## config.mk

```make
export PLATFORM = sky130hd
export DESIGN_NAME = port_group_zero_register_bank
export DESIGN_NICKNAME = d
export VERILOG_FILES = /design/src/port_group_pkg.sv /design/src/port_group_zero_register_bank.sv /design/src/port_debounce_filter.sv
export SDC_FILE = /design/constraint.sdc
export NUM_CORES = 1
export LEC_CHECK = 0
export ABC_AREA = 0
export BUFFER_PORTS_ARGS = -buffer_cell sky130_fd_sc_hd__buf_2
export CAP_MARGIN = 20
export CORE_MARGIN = 5
export CORE_UTILIZATION = 56
export CTS_CLUSTER_SIZE = 8
export DETAILED_ROUTE_END_ITERATION = 8
export GPL_TIMING_DRIVEN = 0
export PLACE_DENSITY = 0.78
export SKIP_LAST_GASP = 1
export SYNTH_ARGS = -nofsm -noshare
export SYNTH_HDL_FRONTEND = slang
export SYNTH_SLANG_ARGS = --single-unit
```

## constraint.sdc

```tcl
create_clock -name core_clk_i -period 2.19 [get_ports core_clk_i]
set_input_delay 0.1095 -clock core_clk_i [delete_from_list [all_inputs] [get_ports core_clk_i]]
set_output_delay 0.1095 -clock core_clk_i [all_outputs]
set_load 0.1 [all_outputs]
```

## src/port_group_pkg.sv

```systemverilog
// Constants shared by the port group register bank and its input filter
package port_group_pkg;

    localparam int unsigned PIN_COUNT       = 8;
    localparam int unsigned REG_ADDR_W      = 8;
    localparam int unsigned REG_DATA_W      = 16;

    // Byte addresses of the registers on the bus
    localparam logic [7:0] PORT_DATA_OFS        = 8'h00;
    localparam logic [7:0] PORT_IO_ENABLE_OFS   = 8'h04;
    localparam logic [7:0] PULL_CONTROL_OFS     = 8'h08;
    localparam logic [7:0] INTERRUPT_FLAGS_OFS  = 8'h0c;
    localparam logic [7:0] INTERRUPT_CTRL_OFS   = 8'h10;
    localparam logic [7:0] DEBOUNCE_ENABLE_OFS  = 8'h14;
    localparam logic [7:0] GROUP_SUMMARY_OFS    = 8'h18;

    // Field positions: upper byte and lower byte of each 16-bit register
    localparam int unsigned HI_FIELD_LSB    = 8;
    localparam int unsigned LO_FIELD_LSB    = 0;
    localparam int unsigned SUMMARY_BIT     = 0;

    // Values after reset
    localparam logic [7:0] PORT_DATA_RST        = 8'h00;
    localparam logic [7:0] PORT_IO_ENABLE_RST   = 8'h00;
    localparam logic [7:0] PULL_CONTROL_RST     = 8'h00;
    localparam logic [7:0] INTERRUPT_FLAGS_RST  = 8'h00;
    localparam logic [7:0] INTERRUPT_CTRL_RST   = 8'h00;
    localparam logic [7:0] DEBOUNCE_ENABLE_RST  = 8'h00;

    // Debounce: input must stay stable this long before it is passed on
    localparam int unsigned CLK_FREQ_HZ         = 25_000_000;
    localparam int unsigned DEBOUNCE_TIME_NS    = 640;
    localparam int unsigned DEBOUNCE_CYCLES     =
        (DEBOUNCE_TIME_NS * (CLK_FREQ_HZ / 1_000_000) + 999) / 1000;

    // AXI4-Lite response codes
    localparam logic [1:0] RESP_OKAY    = 2'h0;
    localparam logic [1:0] RESP_SLVERR  = 2'h2;

endpackage

```

## src/port_group_zero_register_bank.sv

```systemverilog
// Register bank, pin control and interrupt logic of the first port group
//
// Operation
// - Every pin offers general-purpose input/output plus an input-driven interrupt.
// - Control bits of pins the variant lacks are reserved and drive nothing.
// - Pin interrupt flags clear only on writing one; zero leaves them; reset zero.
// - Data register: output latches in 15:8, read-only pin inputs in 7:0.
// - Enable register: input enables in 15:8, output enables in 7:0.
// - Pull register: pull direction in 15:8, pull resistor enables in 7:0.
// - Interrupt control: edge selects in 15:8, interrupt enables in 7:0.
// - Filter enables in 7:0, upper byte reads zero.
// - Filter enable one routes the input through the filter, zero bypasses it.
// - Group summary clears by itself once the causing pin flags are cleared.
//
// Added by the designer: the placing of the registers and the AXI4-Lite register port.
`timescale 1ns/1ns
module port_group_zero_register_bank
    import port_group_pkg::*;
#(
    parameter int unsigned NUM_PINS       = PIN_COUNT,
    parameter logic [7:0]  PIN_AVAIL_MASK = 8'hff,
    parameter int unsigned FILTER_CYCLES  = DEBOUNCE_CYCLES
) (
    input  wire logic        core_clk_i,
    input  wire logic        reset_n_i,
    // AXI4-Lite slave
    input  wire logic [7:0]  s_axi_awaddr,
    input  wire logic [2:0]  s_axi_awprot,
    input  wire logic        s_axi_awvalid,
    output logic             s_axi_awready,
    input  wire logic [31:0] s_axi_wdata,
    input  wire logic [3:0]  s_axi_wstrb,
    input  wire logic        s_axi_wvalid,
    output logic             s_axi_wready,
    output logic [1:0]       s_axi_bresp,
    output logic             s_axi_bvalid,
    input  wire logic        s_axi_bready,
    input  wire logic [7:0]  s_axi_araddr,
    input  wire logic [2:0]  s_axi_arprot,
    input  wire logic        s_axi_arvalid,
    output logic             s_axi_arready,
    output logic [31:0]      s_axi_rdata,
    output logic [1:0]       s_axi_rresp,
    output logic             s_axi_rvalid,
    input  wire logic        s_axi_rready,
    // Pins
    input  wire logic [7:0]  pin_in_i,
    output logic      [7:0]  pin_out_o,
    output logic      [7:0]  pin_oe_o,
    output logic      [7:0]  pin_pull_en_o,
    output logic      [7:0]  pin_pull_up_o,
    // Group interrupt request, level
    output logic             irq_o
);

    generate
        if (NUM_PINS != 8) begin : g_bad_pins
            $error("Register layout serves exactly eight pins");
        end
        if (FILTER_CYCLES < 1) begin : g_bad_filter
            $error("FILTER_CYCLES must be at least one");
        end
    endgenerate

    // Mask writes to absent pins so their bits stay at the reset value
    function automatic logic [7:0] avail(input logic [7:0] v);
        return v & PIN_AVAIL_MASK;
    endfunction

    // Merge one byte of a write under its byte strobe
    function automatic logic [7:0] merge(input logic [7:0] old_v, input logic [7:0] new_v, input logic en);
        return en ? new_v : old_v;
    endfunction

    // Word decode shared by the write and read paths; the low two address bits are ignored
    function automatic logic hits(input logic [5:0] word, input logic [7:0] ofs);
        return word == ofs[7:2];
    endfunction

    // ------------------------------------------------------------------
    // Register state
    // ------------------------------------------------------------------
    logic [7:0] out_latch_q;
    logic [7:0] in_en_q;
    logic [7:0] out_en_q;
    logic [7:0] pull_dir_q;
    logic [7:0] pull_en_q;
    logic [7:0] edge_sel_q;
    logic [7:0] int_en_q;
    logic [7:0] debounce_en_q;
    logic [7:0] flags_q;
    logic [7:0] flags_d;
    logic [7:0] in_prev_q;

    // ------------------------------------------------------------------
    // Write channel: address and data are held until both have arrived
    // ------------------------------------------------------------------
    logic       aw_have_q;
    logic       w_have_q;
    logic [7:0] aw_addr_q;
    logic [15:0] w_data_q;
    logic [1:0] w_strb_q;
    logic       bvalid_q;
    logic [1:0] bresp_q;

    wire logic aw_fire  = s_axi_awvalid && s_axi_awready;
    wire logic w_fire   = s_axi_wvalid && s_axi_wready;
    // The write lands once both halves are held, and new halves wait until it is answered
    wire logic wr_do    = aw_have_q && w_have_q && !bvalid_q;
    wire logic b_fire   = s_axi_bvalid && s_axi_bready;

    assign s_axi_awready = !aw_have_q && !bvalid_q;
    assign s_axi_wready  = !w_have_q && !bvalid_q;
    assign s_axi_bvalid  = bvalid_q;
    assign s_axi_bresp   = bresp_q;

    wire logic [5:0] wr_word = aw_addr_q[7:2];
    wire logic wr_data_sel  = wr_do && hits(wr_word, PORT_DATA_OFS);
    wire logic wr_ioen_sel  = wr_do && hits(wr_word, PORT_IO_ENABLE_OFS);
    wire logic wr_pull_sel  = wr_do && hits(wr_word, PULL_CONTROL_OFS);
    wire logic wr_flag_sel  = wr_do && hits(wr_word, INTERRUPT_FLAGS_OFS);
    wire logic wr_ictl_sel  = wr_do && hits(wr_word, INTERRUPT_CTRL_OFS);
    wire logic wr_deb_sel   = wr_do && hits(wr_word, DEBOUNCE_ENABLE_OFS);
    wire logic wr_sum_sel   = wr_do && hits(wr_word, GROUP_SUMMARY_OFS);
    wire logic wr_mapped    = wr_data_sel || wr_ioen_sel || wr_pull_sel || wr_flag_sel
                            || wr_ictl_sel || wr_deb_sel || wr_sum_sel;

    wire logic [7:0] wr_hi  = w_data_q[15:8];
    wire logic [7:0] wr_lo  = w_data_q[7:0];
    wire logic       en_hi  = w_strb_q[1];
    wire logic       en_lo  = w_strb_q[0];

    always_ff @(posedge core_clk_i or negedge reset_n_i) begin
        if (!reset_n_i) begin
            aw_have_q <= 1'b0;
            aw_addr_q <= 8'h00;
        end else if (aw_fire) begin
            aw_have_q <= 1'b1;
            aw_addr_q <= s_axi_awaddr;
        end else if (wr_do) begin
            aw_have_q <= 1'b0;
        end
    end

    always_ff @(posedge core_clk_i or negedge reset_n_i) begin
        if (!reset_n_i) begin
            w_have_q <= 1'b0;
            w_data_q <= 16'h0000;
            w_strb_q <= 2'h0;
        end else if (w_fire) begin
            w_have_q <= 1'b1;
            w_data_q <= s_axi_wdata[15:0];
            w_strb_q <= s_axi_wstrb[1:0];
        end else if (wr_do) begin
            w_have_q <= 1'b0;
        end
    end

    always_ff @(posedge core_clk_i or negedge reset_n_i) begin
        if (!reset_n_i) begin
            bvalid_q <= 1'b0;
        end else if (wr_do) begin
            bvalid_q <= 1'b1;
        end else if (b_fire) begin
            bvalid_q <= 1'b0;
        end
    end

    // The code is captured with the write so it stands until the answer is taken
    always_ff @(posedge core_clk_i or negedge reset_n_i) begin
        if (!reset_n_i) begin
            bresp_q <= RESP_OKAY;
        end else if (wr_do) begin
            bresp_q <= wr_mapped ? RESP_OKAY : RESP_SLVERR;
        end
    end

    // ------------------------------------------------------------------
    // Control registers; absent pins never take a written one
    // ------------------------------------------------------------------
    always_ff @(posedge core_clk_i or negedge reset_n_i) begin
        if (!reset_n_i) begin
            out_latch_q <= PORT_DATA_RST;
        end else if (wr_data_sel) begin
            out_latch_q <= avail(merge(out_latch_q, wr_hi, en_hi));
        end
    end

    always_ff @(posedge core_clk_i or negedge reset_n_i) begin
        if (!reset_n_i) begin
            in_en_q  <= PORT_IO_ENABLE_RST;
            out_en_q <= PORT_IO_ENABLE_RST;
        end else if (wr_ioen_sel) begin
            in_en_q  <= avail(merge(in_en_q, wr_hi, en_hi));
            out_en_q <= avail(merge(out_en_q, wr_lo, en_lo));
        end
    end

    always_ff @(posedge core_clk_i or negedge reset_n_i) begin
        if (!reset_n_i) begin
            pull_dir_q <= PULL_CONTROL_RST;
            pull_en_q  <= PULL_CONTROL_RST;
        end else if (wr_pull_sel) begin
            pull_dir_q <= avail(merge(pull_dir_q, wr_hi, en_hi));
            pull_en_q  <= avail(merge(pull_en_q, wr_lo, en_lo));
        end
    end

    always_ff @(posedge core_clk_i or negedge reset_n_i) begin
        if (!reset_n_i) begin
            edge_sel_q <= INTERRUPT_CTRL_RST;
            int_en_q   <= INTERRUPT_CTRL_RST;
        end else if (wr_ictl_sel) begin
            edge_sel_q <= avail(merge(edge_sel_q, wr_hi, en_hi));
            int_en_q   <= avail(merge(int_en_q, wr_lo, en_lo));
        end
    end

    always_ff @(posedge core_clk_i or negedge reset_n_i) begin
        if (!reset_n_i) begin
            debounce_en_q <= DEBOUNCE_ENABLE_RST;
        end else if (wr_deb_sel) begin
            debounce_en_q <= avail(merge(debounce_en_q, wr_lo, en_lo));
        end
    end

    // ------------------------------------------------------------------
    // Input path: filter, input enable gate, edge detection
    // ------------------------------------------------------------------
    logic [7:0] in_clean;

    port_debounce_filter #(
        .WIDTH         (NUM_PINS),
        .STABLE_CYCLES (FILTER_CYCLES)
    ) u_filter (
        .core_clk_i  (core_clk_i),
        .reset_n_i   (reset_n_i),
        .raw_i       (pin_in_i),
        .filter_en_i (debounce_en_q),
        .clean_o     (in_clean)
    );

    // A disabled input reads low, so disabling a high input counts as a falling edge
    wire logic [7:0] in_value = in_clean & in_en_q;

    // Resets low like a disabled input, so no false edge follows reset
    always_ff @(posedge core_clk_i or negedge reset_n_i) begin
        if (!reset_n_i) begin
            in_prev_q <= 8'h00;
        end else begin
            in_prev_q <= in_value;
        end
    end

    // Edge select zero picks the rising edge, one the falling edge
    wire logic [7:0] rise_seen  = in_value & ~in_prev_q;
    wire logic [7:0] fall_seen  = ~in_value & in_prev_q;
    wire logic [7:0] edge_hit   = (edge_sel_q & fall_seen) | (~edge_sel_q & rise_seen);
    wire logic [7:0] flag_set   = avail(edge_hit);
    wire logic [7:0] flag_clr   = (wr_flag_sel && en_lo) ? wr_lo : 8'h00;

    // A new edge in the clearing cycle survives the clear
    assign flags_d = (flags_q & ~flag_clr) | flag_set;

    always_ff @(posedge core_clk_i or negedge reset_n_i) begin
        if (!reset_n_i) begin
            flags_q <= INTERRUPT_FLAGS_RST;
        end else begin
            flags_q <= flags_d;
        end
    end

    // Summary is derived, not stored, so it drops as soon as the flags do
    wire logic group_summary = |(flags_q & int_en_q);
    assign irq_o = group_summary;

    // ------------------------------------------------------------------
    // Pin drive; outputs are flops or flop-gated, absent pins stay quiet
    // ------------------------------------------------------------------
    assign pin_out_o     = out_latch_q & out_en_q;
    assign pin_oe_o      = out_en_q;
    // A driven pin never also pulls, so the resistor cannot fight the driver
    assign pin_pull_en_o = pull_en_q & ~out_en_q;
    // Direction one pulls up, zero pulls down
    assign pin_pull_up_o = pull_dir_q;

    // ------------------------------------------------------------------
    // Read channel: one read in flight, answered the cycle after acceptance
    // ------------------------------------------------------------------
    logic        rvalid_q;
    logic [31:0] rdata_q;
    logic [1:0]  rresp_q;

    wire logic ar_fire = s_axi_arvalid && s_axi_arready;
    wire logic r_fire  = s_axi_rvalid && s_axi_rready;

    assign s_axi_arready = !rvalid_q;
    assign s_axi_rvalid  = rvalid_q;
    assign s_axi_rdata   = rdata_q;
    assign s_axi_rresp   = rresp_q;

    wire logic [5:0] rd_word = s_axi_araddr[7:2];
    wire logic rd_data_sel  = hits(rd_word, PORT_DATA_OFS);
    wire logic rd_ioen_sel  = hits(rd_word, PORT_IO_ENABLE_OFS);
    wire logic rd_pull_sel  = hits(rd_word, PULL_CONTROL_OFS);
    wire logic rd_flag_sel  = hits(rd_word, INTERRUPT_FLAGS_OFS);
    wire logic rd_ictl_sel  = hits(rd_word, INTERRUPT_CTRL_OFS);
    wire logic rd_deb_sel   = hits(rd_word, DEBOUNCE_ENABLE_OFS);
    wire logic rd_sum_sel   = hits(rd_word, GROUP_SUMMARY_OFS);
    wire logic rd_mapped    = rd_data_sel || rd_ioen_sel || rd_pull_sel || rd_flag_sel
                            || rd_ictl_sel || rd_deb_sel || rd_sum_sel;

    wire logic [15:0] summary_word = 16'(group_summary) << SUMMARY_BIT;
    wire logic [15:0] rd_word_val =
          rd_data_sel ? {out_latch_q, in_value}
        : rd_ioen_sel ? {in_en_q, out_en_q}
        : rd_pull_sel ? {pull_dir_q, pull_en_q}
        : rd_flag_sel ? {8'h00, flags_q}
        : rd_ictl_sel ? {edge_sel_q, int_en_q}
        : rd_deb_sel  ? {8'h00, debounce_en_q}
        : rd_sum_sel  ? summary_word
        : 16'h0000;

    always_ff @(posedge core_clk_i or negedge reset_n_i) begin
        if (!reset_n_i) begin
            rvalid_q <= 1'b0;
        end else if (ar_fire) begin
            rvalid_q <= 1'b1;
        end else if (r_fire) begin
            rvalid_q <= 1'b0;
        end
    end

    // Data is captured at acceptance so it stands unchanged until the master takes it
    always_ff @(posedge core_clk_i or negedge reset_n_i) begin
        if (!reset_n_i) begin
            rdata_q <= 32'h0000_0000;
            rresp_q <= RESP_OKAY;
        end else if (ar_fire) begin
            rdata_q <= {16'h0000, rd_word_val};
            rresp_q <= rd_mapped ? RESP_OKAY : RESP_SLVERR;
        end
    end

endmodule

```

## src/port_debounce_filter.sv

```systemverilog
// Per-pin chattering filter with bypass
`timescale 1ns/1ns
module port_debounce_filter
    import port_group_pkg::*;
#(
    parameter int unsigned WIDTH         = PIN_COUNT,
    parameter int unsigned STABLE_CYCLES = DEBOUNCE_CYCLES
) (
    input  wire logic             core_clk_i,
    input  wire logic             reset_n_i,
    input  wire logic [WIDTH-1:0] raw_i,
    input  wire logic [WIDTH-1:0] filter_en_i,
    output logic      [WIDTH-1:0] clean_o
);
    localparam int unsigned CNT_W = $clog2(STABLE_CYCLES + 1);
    localparam logic [CNT_W-1:0] CNT_LAST = CNT_W'(STABLE_CYCLES - 1);

    generate
        if (STABLE_CYCLES < 1) begin : g_bad_count
            $error("STABLE_CYCLES must be at least one");
        end
    endgenerate

    logic [WIDTH-1:0] stable_q;

    genvar gi;
    generate
        for (gi = 0; gi < WIDTH; gi++) begin : g_pin
            logic [CNT_W-1:0] cnt_q;
            logic [CNT_W-1:0] cnt_d;
            logic             stable_d;
            wire logic        differs = raw_i[gi] != stable_q[gi];
            wire logic        expired = differs && (cnt_q == CNT_LAST);

            // Bypassed pins track the raw level so enabling the filter causes no glitch
            assign stable_d = (!filter_en_i[gi] || expired) ? raw_i[gi] : stable_q[gi];
            assign cnt_d    = (!filter_en_i[gi] || !differs || expired) ? '0 : cnt_q + 1'b1;

            always_ff @(posedge core_clk_i or negedge reset_n_i) begin
                if (!reset_n_i) begin
                    cnt_q        <= '0;
                    stable_q[gi] <= 1'b0;
                end else begin
                    cnt_q        <= cnt_d;
                    stable_q[gi] <= stable_d;
                end
            end
            // Bypass is combinational so an unfiltered pin costs no latency
            assign clean_o[gi] = filter_en_i[gi] ? stable_q[gi] : raw_i[gi];
        end
    endgenerate
endmodule

```

==> results of run 1 <==
[worst max-delay path by stage]
stage / startpoint / to / slack (ns) / depth (start not counted)
6_report: s_axi_bvalid / pull_en_q[3] / -0.10 / 4
5_1_grt: s_axi_bvalid / pull_en_q[4] / -0.16 / 4
3_5_place_dp: s_axi_bvalid / flags_q[0] / -0.09 / 4
2_1_floorplan: flags_q[5] / s_axi_rdata[0] / 0.08 / 4
4_1_cts: s_axi_bvalid / int_en_q[2] / -0.06 / 4
3_3_place_gp: reset_n_i / s_axi_bvalid / -2.10 / 1
[flip-flops by register name (all words and copies together), names as in the netlist, 2 cells and up]
name and flops:
s_axi_rdata 16, in_prev_q 8, flags_q 8, out_latch_q 8, pin_pull_up_o 8, pin_oe_o 8, w_data_q 16, pull_en_q 8
in_en_q 8, int_en_q 8, w_strb_q 2, u_filter.stable_q 8, aw_addr_q 6, edge_sel_q 8, debounce_en_q 8, u_filter.g_pin.cnt_q 40
[placed cells by master (no fill, tap or decap), types with 7 or more instances in the layout]
cell,Yosys,routed
mux2i_1,14,14
clkbuf_16,0,17
xor2_1,16,16
nand2_1,38,37
a31oi_1,17,17
nand3_1,8,8
a21oi_1,17,17
a2bb2oi_1,8,8
nor3_1,9,9
ha_1,16,16
clkbuf_1,16,15
o211ai_1,7,7
nor2_1,89,86
a22o_1,8,8
conb_1,1,18
xnor2_1,8,8
buf_4,18,18
dlygate4sd3_1,0,36
dfrtp_1,174,173
nand2b_1,22,22
mux2_2,95,95
and3_1,12,12
nor2b_1,24,16
nor2b_2,0,8
buf_2,5,105
a221o_1,7,7
inv_1,18,18
and2_1,10,10
a22oi_1,12,12
[power by group]
group | switching (W) | total [W] | internal, W
combinational | 0.00308 | 0.00427 | 0.00119
clock | 0.00125 | 0.00297 | 0.00173
sequential | 0.000854 | 0.00482 | 0.00396
total | 0.00518 | 0.0121 | 0.00688
[routing by layer]
metal,up-vias,global-route usage (%),share of wire (%)
li1,2756,-,-
met1,3003,31.95,41
met2,225,43.00,51
met3,33,5.403,6.5
met4,0,7.946,2.1
met5,-,0,0
[worst min-delay path, stage by stage]
cell and delay (ns):
buf_2 0.10, nor3_2 0.10, o211ai_1 0.10, a31oi_1 0.08
[area by class of cell]
type	instances	area [sq um]	share of cell area, %
clock buffers	20	456.7	4.602
inverters	18	67.56	0.6809
multi-input cells	484	3551	35.78
repair buffers	139	923.4	9.305
well taps	180	225.2	2.270
clock inverters	11	118.9	1.198
flip-flops and latches	174	4358	43.92
plain buffers	39	222.7	2.244
[metrics by stage]
stage | setup slack, ns | hold slack, ns | power (W)
5_1_grt | -0.1571 | 0.1159 | 0.01255
4_1_cts | -0.05519 | 0.08422 | 0.01205
2_1_floorplan | 0.07623 | -0.1861 | 0.007921
6_report | -0.1046 | 0.1017 | 0.01206
3_5_place_dp | -0.08872 | 0.02038 | 0.009027
3_3_place_gp | -2.097 | 0.2871 | 0.008875
[timing repair]
action,4_1_cts,5_1_grt
pin swaps,1,1
gates cloned,0,0
hold endpoints to repair,76,0
buffers inserted,0,1
hold buffers,36,0
gates resized for setup,1,3
endpoints found under the setup margin,16,46
[cells by family after synthesis]
logic type                 Yosys count
and+or+nand+nor                    228
DFF                                174
muxes                              110
AOI/OAI and AO/OA                   88
buffers and inverters               57
xor gates and xnor gates            24
adders and majority gates           16
other                                1
==> flow_summary_export.csv, run 1 <==
group,metric,value,unit
clock_tree,numClockSinks,174,
synth,synth_area,0.008071,sq mm
synth,synth_xor_area_share,2.604,%
cells_and_area,area_growth,22.94,%
route,wl_per_cell,19.24,um
clock_tree,cts_buffers,17,
timing,max_slew_margin,55.24,%
global_routing,grt_max_degree,133,
timing,period_needed,2.295,ns
global_routing,grt_pass1_wl,32350,um
synth,synth_flop_cell,"dfrtp_1",
worst_hold_path,hp-start,"s_axi_araddr[5]",
status,status,"finished with violations",
cells_and_area,diodes,0,
cells_and_area,nNetsFinal,962,
setup_path,worstReg2RegStart,"s_axi_bvalid",
synth,synth.top_cells.by_count,"174 x dfrtp_1, 95 x mux2_2, 89 x nor2_1",
route,avgViaCountPerCell,5.650,
placed_design,dpl_cell_area,0.008940,sq mm
cells_and_area,drive_above_1_share,31.30,%
floorplan,core-area,0.01399,sq mm
synth,synth_top_area_share,53.95,%
worst_hold_path,hp-class,"in -> reg",
worst_hold_path,hold_end,"s_axi_rdata[2]",
synth,seq_area_frac_synth,53.95,%
synth,synth_mux_area_share,15.13,%
timing,final_hold_viol_count,0,
route,vias,6017,
floorplan,die_area,0.01691,sq mm
timing,period_share,104.8,%
clock_tree,clockRootBuffer,"clkbuf_16",
cells_and_area,final_cells,1065,
synth,synthTopCellsByArea,"dfrtp_1 54%, mux2_2 13%, nor2_1 4.1%",
setup_path,start_kind,"flip-flop",
worst_hold_path,hold-path-cell-count,4,
synth,synthArstFlopShare,100.0,%
global_routing,antenna_found_initial,0,
timing,rsz0062_at_grt,"true",
placed_design,port_buffers,100,
synth,synthCells,698,
route,drtIter0Drc,450,
synth,avgSynthCellArea,11.56,sq um
synth,synth_seq_cells,174,
global_routing,grt_usage,25.09,%
global_routing,grt_pass1_vias,6246,
synth,synth.most_common_cell,"dfrtp_1",
synth,synth_edf_count,0,
global_routing,overflow,0,
synth,ys_types,44,
synth,synthSimpleGateAreaFrac,14.45,%
setup_path,cp_num_buf_inv,0,
cells_and_area,postLayoutCellArea,0.009923,sq mm
floorplan,die-height,130.1,um
timing,fin_ws,-0.1046,ns
clock_tree,cts_tree,"built",
setup_path,path_class,"reg -> reg",
floorplan,chipWidth,130.1,um
route,wl,20490,um
timing,final.setup.tns,-1.016,ns
synth,yosys.area.top_type,"dfrtp_1",
flow_run,maxCapViolations,0,
synth,synth_warnings,0,
setup_path,path_cells,"nand3b_1 -> nor3_1 -> nand2_1 -> mux2_2",
setup_path,end_kind,"flip-flop",
route,ant_nets,0,
setup_path,critPathTopFamily,"simple AND/OR/NAND/NOR gates",
clock_tree,clk_latency,0.43,ns
floorplan,start_util,57.70,%
setup_path,cp_slowest_cell,"dfrtp_4",
status,violations,"setup timing",
floorplan,rows,43,
power_and_ir_drop,ir_drop,0.0009418,V
floorplan,boundaryPins,147,
timing,finalSetupViolations,21,
route,dr.pass1.iters,5,
synth,synth_compound_area_share,7.782,%
synth,synthAdderAreaFrac,2.480,%
clock_tree,htree_num_levels,4,
timing,worst_pin_slew,0.6713,ns
setup_path,cpPeakStageDelay,0.52,ns
timing,fin_worst_skew,0.009939,ns
power_and_ir_drop,p_per_area,1216,mW/mm^2
placed_design,dp.cells,996,
placed_design,gp_congestion,0.8842,
synth,synth_top_family_by_area,"multiplexers",
setup_path,worst_r2r_path_depth,4,
setup_path,rr_endpoint,"pull_en_q[3]",
cells_and_area,fillers,1049,
timing,max_freq,435.8,MHz
placed_design,hpwl,14140,um
setup_path,worstPathArrival,2.60,ns
power_and_ir_drop,leakagePower,4.760,nW
clock_tree,clk_pin_slew_worst_paths,0.07,ns
setup_path,worstPathMaxFanout,8,
clock_tree,clk_path_buf_depth,2,
setup_path,cp.required,2.50,ns
timing,drv_slew,0,
setup_path,reg2reg_slack,-0.10,ns
cells_and_area,final_core_util,70.94,%
route,drc_errors,0,
Power figures use the tool's default switching activity.
==> inputs of run 2 (changes only) <==
==> constraint.sdc (replaced) <==
create_clock -name core_clk_i -period 2.3 [get_ports core_clk_i]
set_input_delay 0.115 -clock core_clk_i [delete_from_list [all_inputs] [get_ports core_clk_i]]
set_output_delay 0.115 -clock core_clk_i [all_outputs]
set_load 0.1 [all_outputs]
==> run 2 against run 1 <==
  * The run now ends clean
  * Clock skew decreased by 0.0030 ns
  * Flip-flop and latch count unchanged
  * Maximum frequency increased by 1.3%
  * Combinational power decreased by 5.6%
  * Cell area decreased by 0.63%
  * Via count increased by 0.52%
  * Hold slack improved by 0.0094 ns
  * Routed wire length decreased by 2.6%
  * Clock power decreased by 6.7%
  * Largest cell class unchanged
  * Critical path depth unchanged
==> flow_summary_export.csv, run 2 (synthesized netlist as in run 1, its figures left out) <==
group,metric,value,unit
setup_path,cp_slowest_cell,"nand4_2",
setup_path,path_cells,"nand3b_1 -> nor2_1 -> nand4_2 -> mux2_2",
cells_and_area,area_growth,22.17,%
setup_path,reg2reg_slack,0.03,ns
setup_path,cp_num_buf_inv,0,
route,highest-signal-layer,"met4",
route,wl,19960,um
flow_run,maxCapViolations,0,
global_routing,grt_max_degree,97,
cells_and_area,layout_common_cells,"173 x dfrtp_1, 104 x buf_2, 95 x mux2_2",
clock_tree,postCtsResizedCells,0,
route,ant_nets,0,
timing,period_share,98.50,%
setup_path,cp.required,2.61,ns
placed_design,port_buffers,100,
floorplan,boundaryPins,147,
setup_path,end_kind,"flip-flop",
cells_and_area,drive_above_1_share,30.66,%
route,drc_errors,0,
timing,drv_slew,0,
setup_path,start_kind,"flip-flop",
clock_tree,clockRootBuffer,"clkbuf_16",
floorplan,rows,43,
cells_and_area,fillers,1028,
route,vias,6048,
clock_tree,numClockSinks,174,
global_routing,grt_pass1_wl,31910,um
timing,period_needed,2.265,ns
global_routing,antenna_found_initial,0,
setup_path,cpPeakStageDelay,0.48,ns
global_routing,grt_pass1_vias,6105,
clock_tree,cts_tree,"built",
worst_hold_path,hp-start,"s_axi_araddr[7]",
clock_tree,cts_buffers,17,
route,wl_met1,8260,um
setup_path,worstPathArrival,2.57,ns
floorplan,start_util,57.70,%
global_routing,overflow,0,
timing,fin_worst_skew,0.006941,ns
timing,final_hold_viol_count,0,
placed_design,hpwl,14130,um
global_routing,grt_usage,24.63,%
timing,rsz0062_at_grt,"false",
setup_path,worstPathMaxFanout,8,
timing,worst_pin_slew,1.104,ns
route,wl_met2,9623,um
clock_tree,htree_num_levels,4,
route,avgViaCountPerCell,5.684,
setup_path,rr_endpoint,"debounce_en_q[2]",
cells_and_area,diodes,0,
route,drtIter0Drc,526,
placed_design,dp.cells,996,
worst_hold_path,hold-path-cell-count,4,
setup_path,worst_r2r_path_depth,4,
timing,max_freq,441.4,MHz
clock_tree,clk_path_buf_depth,2,
setup_path,critPathTopFamily,"simple AND/OR/NAND/NOR gates",
floorplan,chipWidth,130.1,um
floorplan,core-area,0.01399,sq mm
timing,final.setup.tns,0,ns
clock_tree,clk_pin_slew_worst_paths,0.06,ns
cells_and_area,top_register,"u_filter.g_pin.cnt_q",
worst_hold_path,hold_end,"s_axi_rdata[4]",
cells_and_area,largest_reg_flops,40,
power_and_ir_drop,p_per_area,1155,mW/mm^2
timing,finalSetupViolations,0,
floorplan,die-height,130.1,um
setup_path,path_class,"reg -> reg",
floorplan,die_area,0.01691,sq mm
setup_path,worstReg2RegStart,"s_axi_bvalid",
placed_design,gp_congestion,0.8890,
worst_hold_path,hp-class,"in -> reg",
cells_and_area,final_common_cell,"dfrtp_1",
route,wl_per_cell,18.76,um
power_and_ir_drop,leakagePower,4.761,nW
status,status,"completed",
power_and_ir_drop,ir_drop,0.0007727,V
cells_and_area,nNetsFinal,960,
route,dr.pass1.iters,5,
timing,max_slew_margin,26.26,%
clock_tree,clk_latency,0.43,ns
cells_and_area,final_cells,1064,
route,met3_length,1427,um
==> run 2: stage by stage <==
step	total power (W)	instance area (sq um)	hold slack (ns)	worst slack, ns	util (%)
2_1_floorplan	0.007538	8172	-0.1806	0.04211	-
3_3_place_gp	0.008446	8897	0.2914	-1.738	63.60
3_5_place_dp	0.008595	8935	0.1338	0.05532	63.87
4_1_cts	0.01142	9861	0.09154	0.006061	70.49
5_1_grt	0.01186	9861	0.1070	0.004613	70.49
6_report	0.01139	9861	0.1111	0.03461	70.49
==> run 2: how the worst max path moves through the flow <==
stage               slack (ns)    startpoint               end  cells past startpoint
floorplan                 0.04  s_axi_bvalid       w_data_q[0]                      4
global placement         -1.74     reset_n_i      s_axi_bvalid                      1
detailed placement        0.06  s_axi_bvalid        flags_q[7]                      4
CTS                      0.006  s_axi_bvalid        flags_q[7]                      4
global route             0.005  aw_addr_q[5]        flags_q[0]                      4
finish                    0.03  s_axi_bvalid  debounce_en_q[2]                      4
==> run 2: layout make-up <==
| class | count | area [sq um] | share of cell area [%] |
|---|---|---|---|
| sequential | 174 | 4355 | 44.17 |
| buffer | 39 | 220.2 | 2.233 |
| clock buffer | 20 | 446.7 | 4.530 |
| multi-input combinational | 484 | 3528 | 35.78 |
| clock inverter | 12 | 118.9 | 1.205 |
| tap | 180 | 225.2 | 2.284 |
| inverter | 18 | 67.56 | 0.6852 |
| timing repair buffer | 137 | 898.4 | 9.111 |
==> run 2: worst register-to-register path: cells and delay by family, from the launching register on <==
kind,cells,cell delay [ns]
flops,1,0.47
mux,1,0.45
simple gates,3,1.23
==> run 2: per-layer routing <==
layer,vias to the layer above,global-route usage (%)
li1,2750,-
met1,2987,32.64
met5,-,0
met3,48,4.953
met4,0,10.45
met2,263,39.77
==> run 2: timing repair <==
| action | in CTS | in global routing |
|---|---|---|
| hold buffers | 36 | 0 |
| endpoints found under the hold margin | 112 | 0 |
| endpoints found under the setup margin | 0 | 8 |
| buffers inserted | 0 | 0 |
==> run 2: power breakdown <==
group	switching, W	internal [W]	total (W)
Combinational	0.00290	0.00112	0.00403
Sequential	0.000815	0.00377	0.00459
Clock	0.00115	0.00161	0.00277
==> inputs of run 3 (changes only) <==
--- a/config.mk
+++ b/config.mk
@@ -10,6 +10,7 @@
 export CAP_MARGIN = 20
 export CORE_MARGIN = 5
 export CORE_UTILIZATION = 56
+export CTS_BUF_LIST = sky130_fd_sc_hd__clkbuf_16
 export CTS_CLUSTER_SIZE = 8
 export DETAILED_ROUTE_END_ITERATION = 8
 export GPL_TIMING_DRIVEN = 0
==> run 3 against run 2 <==
  * Non-clock buffer count is the same
  * Register-to-register slack got worse by 0.03 ns
  * First-iteration DRC count up 3.4%
  * Power is 0.26% lower
  * Flip-flop and latch count unchanged
  * Clock power decreased by 1%
  * Global-route usage is essentially flat
  * Critical path type unchanged
  * Largest cell class unchanged
  * Largest power group unchanged
==> flow_summary_export.csv, run 3 (synthesized netlist as in run 1, its figures left out) <==
group,metric,value,unit
setup_path,start_kind,"flip-flop",
placed_design,gp_congestion,0.8890,
clock_tree,numClockSinks,174,
power_and_ir_drop,power_frac_seq,40.4,%
timing,fin_worst_skew,0.008338,ns
clock_tree,postCtsResizedCells,0,
placed_design,hpwl,14130,um
route,avgViaCountPerCell,5.630,
worst_hold_path,hp-class,"in -> reg",
route,dr.pass1.iters,5,
status,status,"completed",
route,ant_nets,0,
placed_design,dp.cells,996,
clock_tree,clk_pin_slew_worst_paths,0.06,ns
power_and_ir_drop,p_per_area,1153,mW/mm^2
clock_tree,clk_latency,0.43,ns
timing,max_slew_margin,21.10,%
floorplan,die-height,130.1,um
floorplan,boundaryPins,147,
cells_and_area,final_cells,1064,
setup_path,path_class,"reg -> reg",
cells_and_area,final_common_cell,"dfrtp_1",
floorplan,die_area,0.01691,sq mm
clock_tree,cts_tree,"built",
cells_and_area,top_register,"u_filter.g_pin.cnt_q",
global_routing,grt_pass1_vias,6097,
timing,finalSetupViolations,0,
clock_tree,clockRootBuffer,"clkbuf_16",
flow_run,maxCapViolations,0,
cells_and_area,largest_reg_flops,40,
placed_design,port_buffers,100,
power_and_ir_drop,sw_frac_of_total,43.03,%
clock_tree,htree_num_levels,4,
route,wl,20070,um
timing,drv_slew,0,
floorplan,chipWidth,130.1,um
placed_design,dpl_cell_area,0.008935,sq mm
route,drc_errors,0,
timing,period_share,99.77,%
global_routing,antenna_found_initial,0,
setup_path,end_kind,"flip-flop",
floorplan,rows,43,
timing,final_hold_viol_count,0,
cells_and_area,drive_above_1_share,30.54,%
route,wl_per_cell,18.86,um
setup_path,critPathTopFamily,"simple AND/OR/NAND/NOR gates",
setup_path,cp_slowest_cell,"nand4_2",
power_and_ir_drop,p_int,0.006469,W
cells_and_area,diodes,0,
route,drtIter0Drc,544,
cells_and_area,postLayoutCellArea,0.009851,sq mm
route,vias,5990,
cells_and_area,final_core_util,70.42,%
timing,period_needed,2.295,ns
setup_path,cp.required,2.61,ns
floorplan,core-area,0.01399,sq mm
timing,max_freq,435.8,MHz
power_and_ir_drop,report.power.total,0.01136,W
global_routing,grt_usage,24.60,%
floorplan,start_util,57.70,%
cells_and_area,area_growth,22.04,%
power_and_ir_drop,p_sw,0.004887,W
clock_tree,cts_buffers,17,
cells_and_area,nNetsFinal,960,
setup_path,path_cells,"nand3b_1 -> nor2_1 -> nand4_2 -> mux2_2",
power_and_ir_drop,power.share.clock,24.1,%
clock_tree,clk_path_buf_depth,2,
cells_and_area,layout_common_cells,"173 x dfrtp_1, 104 x buf_2, 95 x mux2_2",
global_routing,overflow,0,
setup_path,cp_num_buf_inv,0,
power_and_ir_drop,leakagePower,4.764,nW
global_routing,grt_pass1_wl,31860,um
timing,worst_pin_slew,1.181,ns
power_and_ir_drop,p_comb_share,35.5,%
setup_path,cpPeakStageDelay,0.49,ns
setup_path,worstPathMaxFanout,8,
timing,rsz0062_at_grt,"false",
setup_path,worstPathArrival,2.60,ns
global_routing,grt_max_degree,97,
power_and_ir_drop,ir_drop,0.0007720,V
==> run 3: path summary, 6_finish.rpt <==
path                            slack, ns  depth (start not counted)                          to                  startpoint
worst min register to register       0.46                          1  u_filter.g_pin[4].cnt_q[0]  u_filter.g_pin[4].cnt_q[0]
worst min-delay path                 0.10                          4              s_axi_rdata[4]             s_axi_araddr[7]
worst max-delay path                0.005                          4            debounce_en_q[2]                s_axi_bvalid
max in group asynchronous            1.19                          3                pull_en_q[7]                   reset_n_i
worst max register to register      0.005                          4            debounce_en_q[2]                s_axi_bvalid
min in group asynchronous            0.24                          2                 w_data_q[4]                   reset_n_i
==> run 3: worst min-delay path, cell delays in order <==
cell and delay [ns]:
buf_2 0.09, nor3_2 0.10, o211ai_1 0.10, a31oi_1 0.08
==> run 3: repair_timing <==
action	4_1_cts	5_1_grt
hold buffers	36	0
hold endpoints to repair	112	0
endpoints found under the setup margin	0	8
setup buffers	0	0
==> run 3: layout make-up <==
| type | count | area (sq um) |
|---|---|---|
| Timing Repair Buffer | 137 | 898.4 |
| Clock buffer | 17 | 425.4 |
| Clock inverter | 15 | 130.1 |
| Buffer | 39 | 220.2 |
| Tap cell | 180 | 225.2 |
| Sequential cell | 174 | 4355 |
| Inverter | 18 | 67.56 |
| Multi-Input combinational cell | 484 | 3528 |
| Fill cell | 1029 | 4138 |
==> run 3: routing by layer <==
metal,track usage (%),wire (um),part of all wire (%),vias to the layer above
li1,-,-,-,2752
met1,32.59,8524,42,2982
met2,39.74,9723,48,215
met3,4.953,1166,5.8,41
met4,10.45,653,3.3,0
met5,0,0,0,-
==> run 3: stage by stage <==
| step | setup slack (ns) | hold slack, ns | setup TNS (ns) |
|---|---|---|---|
| finish | 0.005285 | 0.1032 | 0 |
| global route | 0.004613 | 0.1070 | 0 |
| CTS | 0.005841 | 0.09154 | 0 |
| detailed placement | 0.05532 | 0.1338 | 0 |
| global placement | -1.738 | 0.2914 | -248.94 |
| floorplan | 0.04211 | -0.1806 | 0 |
==> run 3: power by group through the flow <==
stage / Sequential (W) / Combinational (W) / Clock (W)
3_3_place_gp: 0.00457 / 0.00388 / 0
6_report: 0.00459 / 0.00403 / 0.00273
3_5_place_dp: 0.00462 / 0.00397 / 0
2_1_floorplan: 0.00544 / 0.00210 / 0
5_1_grt: 0.00468 / 0.00423 / 0.00290
4_1_cts: 0.00457 / 0.00404 / 0.00276
